<file path="config.mk">
export PLATFORM = sky130hd
export DESIGN_NAME = thermal_voltage_result_regs
export DESIGN_NICKNAME = d
export VERILOG_FILES = /design/src/hw/thermal_pkg.sv /design/src/hw/host_temp_if.sv /design/src/hw/thermal_voltage_result_regs.sv /design/src/hw/host_temp_mem.sv
export VERILOG_INCLUDE_DIRS = /design/src /design/src/hw
export SDC_FILE = /design/constraint.sdc
export NUM_CORES = 1
export LEC_CHECK = 0
export BUFFER_PORTS_ARGS = -buffer_cell sky130_fd_sc_hd__buf_2
export CORE_ASPECT_RATIO = 2
export CORE_UTILIZATION = 40
export DETAILED_ROUTE_END_ITERATION = 7
export HOLD_SLACK_MARGIN = 0.15
export PLACE_DENSITY = 0.65
export SYNTH_ARGS = -nofsm -noshare
export SYNTH_HDL_FRONTEND = slang
export SYNTH_SLANG_ARGS = --single-unit
</file>
<file path="constraint.sdc">
create_clock -name aclk -period 2 [get_ports aclk]
set_input_delay 0.4 -clock aclk [delete_from_list [all_inputs] [get_ports aclk]]
set_output_delay 0.4 -clock aclk [all_outputs]
set_load 0.01 [all_outputs]
</file>
<file path="src/hw/thermal_defs.svh">
`ifndef THERMAL_DEFS_SVH
`define THERMAL_DEFS_SVH

// ----------------------------------------
// Register indices (byte address = 4 * index)
// ----------------------------------------
`define IDX_INTERNAL_TEMP_HIGH 5'h00
`define IDX_INTERNAL_TEMP_LOW 5'h01
`define IDX_REMOTE1_TEMP_HIGH 5'h02
`define IDX_REMOTE1_TEMP_LOW 5'h03
`define IDX_REMOTE2_TEMP_HIGH 5'h04
`define IDX_REMOTE2_TEMP_LOW 5'h05
`define IDX_REMOTE3_TEMP_HIGH 5'h06
`define IDX_REMOTE3_TEMP_LOW 5'h07
`define IDX_REMOTE4_TEMP_HIGH 5'h08
`define IDX_REMOTE4_TEMP_LOW 5'h09
`define IDX_SHUTDOWN_THRESHOLD_TEMP 5'h0A
`define IDX_HOST_TEMP_1 5'h0C
`define IDX_HOST_TEMP_2 5'h0D
`define IDX_HOST_TEMP_3 5'h0E
`define IDX_HOST_TEMP_4 5'h0F
`define IDX_THRESHOLD_PIN_VOLTAGE 5'h10
`define IDX_NONE 5'h1F

// ----------------------------------------
// Reset values
// ----------------------------------------
`define RST_TEMP_DATA 8'h00
`define RST_SHUTDOWN_TEMP 8'h7F
`define RST_HOST_TEMP 8'h00
`define RST_PIN_VOLTAGE 8'hFF

// ----------------------------------------
// Data format
// ----------------------------------------
`define FAULT_CODE 16'h8000
`define TEMP_MIN_EIGHTHS 13'sh1E00
`define TEMP_MAX_EIGHTHS 13'sh03FF
`define FRAC_MSB 7
`define FRAC_LSB 5
`define ADDR_IDX_MSB 6
`define ADDR_IDX_LSB 2
`define AXI_OKAY 2'h0

`endif

</file>
<file path="src/hw/thermal_pkg.sv">
package thermal_pkg;
	typedef logic [7:0] reg_byte_t;
	typedef logic [4:0] reg_idx_t;
	typedef logic [2:0] frac_t;
	typedef logic signed [12:0] raw_temp_t;
	typedef enum {RD_IDLE, RD_ANSWER, RD_WAIT} rd_state_t;
endpackage

</file>
<file path="src/hw/host_temp_if.sv">
`timescale 1ns/1ps
`default_nettype none
interface host_temp_if;
	logic wr_en;
	logic [1:0] wr_idx;
	logic [7:0] wr_data;
	logic rd_en;
	logic [1:0] rd_idx;
	logic [7:0] rd_data;
	logic [3:0][7:0] values;
	modport ctrl(output wr_en, wr_idx, wr_data, rd_en, rd_idx, input rd_data, values);
	modport mem(input wr_en, wr_idx, wr_data, rd_en, rd_idx, output rd_data, values);
endinterface // host_temp_if
`default_nettype wire

</file>
<file path="src/hw/thermal_voltage_result_regs.sv">
// Decided for this implementation: the AXI4-Lite slave port.
`timescale 1ns/1ps
`default_nettype none
`include "thermal_defs.svh"
// Contract
// - 11-bit signed temperature, fault reads 80_00h
// - clamp readings to minus 64 .. 127.875
// - voltage mode puts voltage in high byte
// - voltage readings go to limit compare too
// - shutdown threshold read-only, resets to 7Fh
// - threshold refreshed at every monitor cycle end
// - threshold is unsigned whole degrees
// - four writable pushed temperatures, reset 00h
// - pushed temperatures never reach limit compare
// - pin voltage stored read-only, reset FFh
// - pin voltage bit weights 400 to 3.125 mV
// - reset loads every register default
// - unmapped reads give 00h, writes ignored
module thermal_voltage_result_regs
	import thermal_pkg::*;
(
	// Clock and reset
	input wire logic aclk,
	input wire logic aresetn,
	// Write address
	input wire logic [7:0] awaddr,
	input wire logic awvalid,
	output logic awready,
	// Write data
	input wire logic [31:0] wdata,
	input wire logic [3:0] wstrb,
	input wire logic wvalid,
	output logic wready,
	// Write response
	output logic [1:0] bresp,
	output logic bvalid,
	input wire logic bready,
	// Read address
	input wire logic [7:0] araddr,
	input wire logic arvalid,
	output logic arready,
	// Read data
	output logic [31:0] rdata,
	output logic [1:0] rresp,
	output logic rvalid,
	input wire logic rready,
	// Conversion results
	input wire logic conv_done,
	input wire raw_temp_t [4:0] temp_raw,
	input wire logic [4:0] diode_fault,
	input wire logic [2:0] volt_mode,
	input wire logic [2:0][7:0] volt_data,
	input wire logic [7:0] trip_volt,
	input wire logic [7:0] trip_temp_calc,
	// Toward limit compare and look-up table
	output logic [4:0][7:0] limit_value,
	output logic limit_strobe,
	output logic [3:0][7:0] host_temp
);

	// ----------------------------------------
	// Helpers
	// ----------------------------------------
	function automatic logic [15:0] encode_temp(input raw_temp_t raw, input logic fault);
		raw_temp_t s;
		s = raw;
		if (raw < `TEMP_MIN_EIGHTHS) begin
			s = `TEMP_MIN_EIGHTHS;
		end else if (raw > `TEMP_MAX_EIGHTHS) begin
			s = `TEMP_MAX_EIGHTHS;
		end
		if (fault) begin
			encode_temp = `FAULT_CODE;
		end else begin
			encode_temp = {s[10:0], 5'h00};
		end
	endfunction

	function automatic reg_idx_t addr_idx(input logic [7:0] addr);
		if (addr[7]) begin
			addr_idx = `IDX_NONE;
		end else begin
			addr_idx = addr[`ADDR_IDX_MSB:`ADDR_IDX_LSB];
		end
	endfunction

	function automatic logic is_host_idx(input reg_idx_t idx);
		is_host_idx = (idx >= `IDX_HOST_TEMP_1) && (idx <= `IDX_HOST_TEMP_4);
	endfunction

	// ----------------------------------------
	// State
	// ----------------------------------------
	reg_byte_t [4:0] data_hi;
	frac_t [4:0] data_lo;
	frac_t [4:0] lo_shadow;
	reg_byte_t [4:0] next_hi;
	frac_t [4:0] next_lo;
	logic [15:0] code;
	reg_byte_t shutdown_temp;
	reg_byte_t pin_voltage;
	logic conv_q;
	logic aw_got;
	logic w_got;
	reg_idx_t aw_idx;
	reg_byte_t w_byte;
	logic w_lane0;
	logic do_write;
	logic next_aw_got;
	logic next_w_got;
	logic ar_take;
	logic ar_busy;
	logic next_ar_busy;
	reg_idx_t ar_idx;
	reg_idx_t ar_next_idx;
	reg_byte_t rd_byte;
	rd_state_t rd_state;

	host_temp_if ht();

	host_temp_mem u_host_temp_mem (
		.aclk(aclk),
		.aresetn(aresetn),
		.port(ht.mem)
	);

	assign host_temp = ht.values;

	// ----------------------------------------
	// Conversion results
	// ----------------------------------------
	always_comb begin
		code = 16'h0000;
		next_hi = '0;
		next_lo = '0;
		for (int ch = 0; ch < 5; ch++) begin
			code = encode_temp(temp_raw[ch], diode_fault[ch]);
			next_hi[ch] = code[15:8];
			next_lo[ch] = code[`FRAC_MSB:`FRAC_LSB];
			// Remote 1..3 double as voltage inputs; fraction has no meaning there
			if (ch >= 1 && ch <= 3 && volt_mode[ch - 1]) begin
				next_hi[ch] = volt_data[ch - 1];
				next_lo[ch] = 3'h0;
			end
		end
	end

	always_ff @(posedge aclk) begin
		if (!aresetn) begin
			data_hi <= {5{`RST_TEMP_DATA}};
			data_lo <= '0;
		end else if (conv_done) begin
			data_hi <= next_hi;
			data_lo <= next_lo;
		end
	end

	// Computed threshold is taken whole-degree unsigned, never sign-extended
	always_ff @(posedge aclk) begin
		if (!aresetn) begin
			shutdown_temp <= `RST_SHUTDOWN_TEMP;
			pin_voltage <= `RST_PIN_VOLTAGE;
		end else if (conv_done) begin
			shutdown_temp <= trip_temp_calc;
			pin_voltage <= trip_volt;
		end
	end

	// ----------------------------------------
	// Limit compare feed
	// ----------------------------------------
	// Fed only from the measured data bytes, so pushed values cannot trip a limit
	always_ff @(posedge aclk) begin
		if (!aresetn) begin
			conv_q <= 1'b0;
			limit_strobe <= 1'b0;
			limit_value <= '0;
		end else begin
			conv_q <= conv_done;
			limit_strobe <= conv_q;
			if (conv_q) begin
				limit_value <= data_hi;
			end
		end
	end

	// ----------------------------------------
	// Write channel
	// ----------------------------------------
	assign do_write = aw_got && w_got && !bvalid;
	assign next_aw_got = (aw_got && !do_write) || (awvalid && awready);
	assign next_w_got = (w_got && !do_write) || (wvalid && wready);

	always_ff @(posedge aclk) begin
		if (!aresetn) begin
			aw_got <= 1'b0;
			w_got <= 1'b0;
			awready <= 1'b0;
			wready <= 1'b0;
		end else begin
			aw_got <= next_aw_got;
			w_got <= next_w_got;
			awready <= !next_aw_got;
			wready <= !next_w_got;
		end
	end

	always_ff @(posedge aclk) begin
		if (!aresetn) begin
			aw_idx <= `IDX_NONE;
			w_byte <= 8'h00;
			w_lane0 <= 1'b0;
		end else begin
			if (awvalid && awready) begin
				aw_idx <= addr_idx(awaddr);
			end
			if (wvalid && wready) begin
				w_byte <= wdata[7:0];
				w_lane0 <= wstrb[0];
			end
		end
	end

	always_ff @(posedge aclk) begin
		if (!aresetn) begin
			bvalid <= 1'b0;
			bresp <= `AXI_OKAY;
		end else if (do_write) begin
			bvalid <= 1'b1;
		end else if (bready) begin
			bvalid <= 1'b0;
		end
	end

	// Only pushed temperatures accept data; everything else drops the write
	assign ht.wr_en = do_write && w_lane0 && is_host_idx(aw_idx);
	assign ht.wr_idx = aw_idx[1:0];
	assign ht.wr_data = w_byte;

	// ----------------------------------------
	// Read channel
	// ----------------------------------------
	assign ar_take = arvalid && arready;
	assign ar_next_idx = addr_idx(araddr);
	assign next_ar_busy = ar_take || (ar_busy && !(rvalid && rready));
	assign ht.rd_en = ar_take;
	assign ht.rd_idx = ar_next_idx[1:0];

	always_ff @(posedge aclk) begin
		if (!aresetn) begin
			ar_busy <= 1'b0;
			arready <= 1'b0;
			ar_idx <= `IDX_NONE;
		end else begin
			ar_busy <= next_ar_busy;
			arready <= !next_ar_busy;
			if (ar_take) begin
				ar_idx <= ar_next_idx;
			end
		end
	end

	always_comb begin
		rd_byte = 8'h00;
		if (ar_idx <= `IDX_REMOTE4_TEMP_LOW) begin
			if (ar_idx[0]) begin
				rd_byte = {lo_shadow[ar_idx[3:1]], 5'h00};
			end else begin
				rd_byte = data_hi[ar_idx[3:1]];
			end
		end else if (ar_idx == `IDX_SHUTDOWN_THRESHOLD_TEMP) begin
			rd_byte = shutdown_temp;
		end else if (is_host_idx(ar_idx)) begin
			rd_byte = ht.rd_data;
		end else if (ar_idx == `IDX_THRESHOLD_PIN_VOLTAGE) begin
			rd_byte = pin_voltage;
		end
	end

	// Host memory read data needs one edge, so answer on the edge after the take
	always_ff @(posedge aclk) begin
		if (!aresetn) begin
			rd_state <= RD_IDLE;
			rvalid <= 1'b0;
			rdata <= 32'h0000_0000;
			rresp <= `AXI_OKAY;
		end else begin
			case (rd_state)
				RD_IDLE: begin
					if (ar_take) begin
						rd_state <= RD_ANSWER;
					end
				end
				RD_ANSWER: begin
					rvalid <= 1'b1;
					rdata <= {24'h00_0000, rd_byte};
					rd_state <= RD_WAIT;
				end
				RD_WAIT: begin
					if (rready) begin
						rvalid <= 1'b0;
						rd_state <= RD_IDLE;
					end
				end
				default: begin
					rvalid <= 1'b0;
					rd_state <= RD_IDLE;
				end
			endcase
		end
	end

	// Shadow is captured with the high byte so a later conversion cannot split them
	always_ff @(posedge aclk) begin
		if (!aresetn) begin
			lo_shadow <= '0;
		end else if (rd_state == RD_ANSWER && ar_idx <= `IDX_REMOTE4_TEMP_LOW && !ar_idx[0]) begin
			lo_shadow[ar_idx[3:1]] <= data_lo[ar_idx[3:1]];
		end
	end
endmodule // thermal_voltage_result_regs
`default_nettype wire

</file>
<file path="src/hw/host_temp_mem.sv">
`timescale 1ns/1ps
`default_nettype none
`include "thermal_defs.svh"
module host_temp_mem (
	// Clock and reset
	input wire logic aclk,
	input wire logic aresetn,
	// Access port
	host_temp_if.mem port
);
	always_ff @(posedge aclk) begin
		if (!aresetn) begin
			port.values <= {4{`RST_HOST_TEMP}};
		end else if (port.wr_en) begin
			port.values[port.wr_idx] <= port.wr_data;
		end
	end

	// Read data held in a register so the bus mux sees a stable byte
	always_ff @(posedge aclk) begin
		if (!aresetn) begin
			port.rd_data <= 8'h00;
		end else if (port.rd_en) begin
			port.rd_data <= port.values[port.rd_idx];
		end
	end
endmodule // host_temp_mem
`default_nettype wire

</file>
==> impl_metrics.toml <==
[global_route]
grt_start_max_net_pins = 68
grt_pass1_wl_um = 42700
grt_pass1_vias = 8150
grt.busiest_layer = "met2"
grt_overflow = 0
met2_usage = 0.455
antenna_found_initial = 0
grt_util_all_layers = 0.237
grt_use_met1 = 0.233
use_met3 = 0.0347

[critical_path]
start_kind = "register"
cp_num_buf_inv = 1
worst_setup_path_end_kind = "register"
cp.required_ns = 2.42
arrival_ns = 2.23
path_delay_family = "simple AND/OR/NAND/NOR gates"
path_max_fanout = 7
cpMaxStageDelayCell = "or4_1"
worst-setup-path-type = "reg -> reg"
max_stage_delay_ns = 0.61
crit_chain = "buf_4 > or4_1 > o211ai_1 > o21ai_0 > a31oi_1"

[synth]
synth_ff_type = "dfxtp_1"
syn_avg_cell_area_um2 = 8.82
syn_inst = 1024
synth_edf_count = 0
ys_ff_latch = 205
synth_async_sr_flop_share = 0
ys_seq_area_frac = 0.454
synth_area_leaders = "dfxtp_1 45%, mux2i_1 11%, o21ai_0 5.6%"
synth.top_cell.area_share = 0.454
syn_area_um2 = 9030
yosysMostFrequentCell = "dfxtp_1"
synth_area_leader_cell = "dfxtp_1"
synth_common_cells = "205 x dfxtp_1, 117 x nor2_1, 103 x nand2_1"
yosys_warnings = 0
netlist-cell-type-count = 55

[route]
drt_iter0_drc = 391
via_count = 8202
ant_nets = 0
viasPerCell = 5.28
dr.pass1.iters = 7
route.detailed.drc = 0
routed_wl_um = 27700
drt-wirelength-per-cell_um = 17.8

[timing]
grt_setup_unrepaired = "false"
setup_tns_ns = 0
hold_ws_ns = 0.164
setup_viol = 0
relSlewSlack = 0.562
period_share = 0.904
fmax_ghz = 0.553
skew_ns = 0.00720
hold_viol = 0
tightest_slew_ns = 0.655
fin_crit_ns = 1.81
slew_viol_final = 0

[clock_tree]
tritoncts = "done"
clk_pin_slew_ns = 0.07
htree_levels = 1
clk_latency_ns = 0.48
cts_buffers = 19
cts_root_buffer = "clkbuf_16"
cts_buffer_depth = 3
cts_setup_buffers = 0
cts_sinks = 205

[cells_and_area]
fin_cells = 1554
final_nets = 1440
drive_gt1_frac = 0.252
stdcell_area_um2 = 11400
diodes = 0
syn_to_final_growth_pct = 25.8

[pwr]
p_leak_nw = 4.87
total_power_mw = 8.75
ir_drop_mv = 0.641
powerDensity_nw_per_um2 = 770

[placed_design]
dp_hpwl_um = 20700
dpl_cell_area_um2 = 10500
portBuffers = 227
dp.cells = 1498
gp_congestion = 0.835

[die]
initial_core_util = 0.408
row_count = 77
core-area_um2 = 22200
dieArea_um2 = 23200
io_pins = 287
die_w_um = 108
die_y_um = 215

[run_status]
outcome = "finished clean"

[job]
drv_cap = 0

[worst_hold_path]
hp-class = "in -> reg"
==> logic make-up after synthesis <==
group	Yosys count	share of synthesized area
buf+inv	102	0.0566
flops	205	0.454
mux	115	0.133
other cells	1	0.000415
simple gates	324	0.174
compound gates	277	0.182
==> flip-flops by register name, indices dropped and copies added, names as in the netlist, 5 cells and up <==
register	count
aw_idx	5
ar_idx	5
ht.wr_data	8
data_hi	40
u_host_temp_mem.port.rd_data	8
lo_shadow	15
shutdown_temp	8
pin_voltage	8
data_lo	15
rdata	8
u_host_temp_mem.port.values	32
limit_value	40
==> power breakdown <==
group	internal, mW	leakage (nW)	total [mW]	switching, mW
clock network	2.04	0.290	3.54	1.51
logic	0.383	2.91	0.870	0.487
registers	4.22	1.67	4.34	0.125
==> area by class of cell <==
cell class / count / area (um2)
inverters: 4 / 17.5
clock inverters: 2 / 38.8
multi-input cells: 744 / 4520
fillers: 2105 / 10800
well taps: 276 / 345
repair buffers: 293 / 1780
clock buffers: 30 / 557
flip-flops and latches: 205 / 4110
==> routing by layer <==
metal | wire, um | vias up
li1 | - | 4071
met1 | 9860 | 3782
met2 | 15000 | 280
met3 | 1300 | 69
met4 | 1520 | 0
met5 | 0 | -
==> worst register-to-register path, delay by kind of cell (launching register included) <==
kind	cells	cell delay, ns
AND/OR/NAND/NOR	1	0.61
AO/OA/AOI/OAI	3	0.53
flip-flops	1	0.40
buffers and inverters	1	0.20
==> layout by cell type, fill, tap and decap left out, types with 10 or more instances in the layout <==
| cell type | n |
|---|---|
| o22a_1 | 12 |
| dlygate4sd3_1 | 24 |
| nand3b_1 | 12 |
| nor2_1 | 117 |
| nand2_1 | 103 |
| buf_4 | 35 |
| nand3_1 | 11 |
| a21oi_1 | 83 |
| buf_2 | 227 |
| mux2i_1 | 100 |
| clkbuf_16 | 19 |
| conb_1 | 28 |
| nand2b_1 | 10 |
| mux2_2 | 12 |
| o21ai_0 | 101 |
| a31oi_1 | 25 |
| o221ai_1 | 11 |
| o211ai_1 | 14 |
| dfxtp_1 | 204 |
| nor3_1 | 23 |
==> final timing paths <==
check                                                             startpoint                                      endpoint  slack [ns]  depth (start not counted)
worst max-delay path                                  ar_idx[1]$_SDFFE_PN1P_                         rdata[3]$_SDFFE_PN0P_        0.19                          5
worst max register to register                        ar_idx[1]$_SDFFE_PN1P_                         rdata[3]$_SDFFE_PN0P_        0.19                          5
worst min register to register  u_host_temp_mem.port.rd_data[2]$_SDFFE_PN0P_  u_host_temp_mem.port.rd_data[2]$_SDFFE_PN0P_        0.46                          2
worst min-delay path                                       trip_temp_calc[1]                 shutdown_temp[1]$_SDFFE_PN1P_        0.16                          3
==> stage by stage <==
| step | setup WS (ns) | utilization |
|---|---|---|
| after floorplan | 0.367 | - |
| after global placement | 0.226 | 0.475 |
| after detailed placement | 0.199 | 0.475 |
| after CTS | 0.194 | 0.513 |
| after global routing | 0.000401 | 0.513 |
| final | 0.192 | 0.513 |
==> what timing repair did <==
item	4_1_cts	5_1_grt
setup endpoints to repair	0	1
endpoints found under the hold margin	24	0
hold buffers	24	0
resized for setup	0	1
Power figures use the tool's default switching activity.
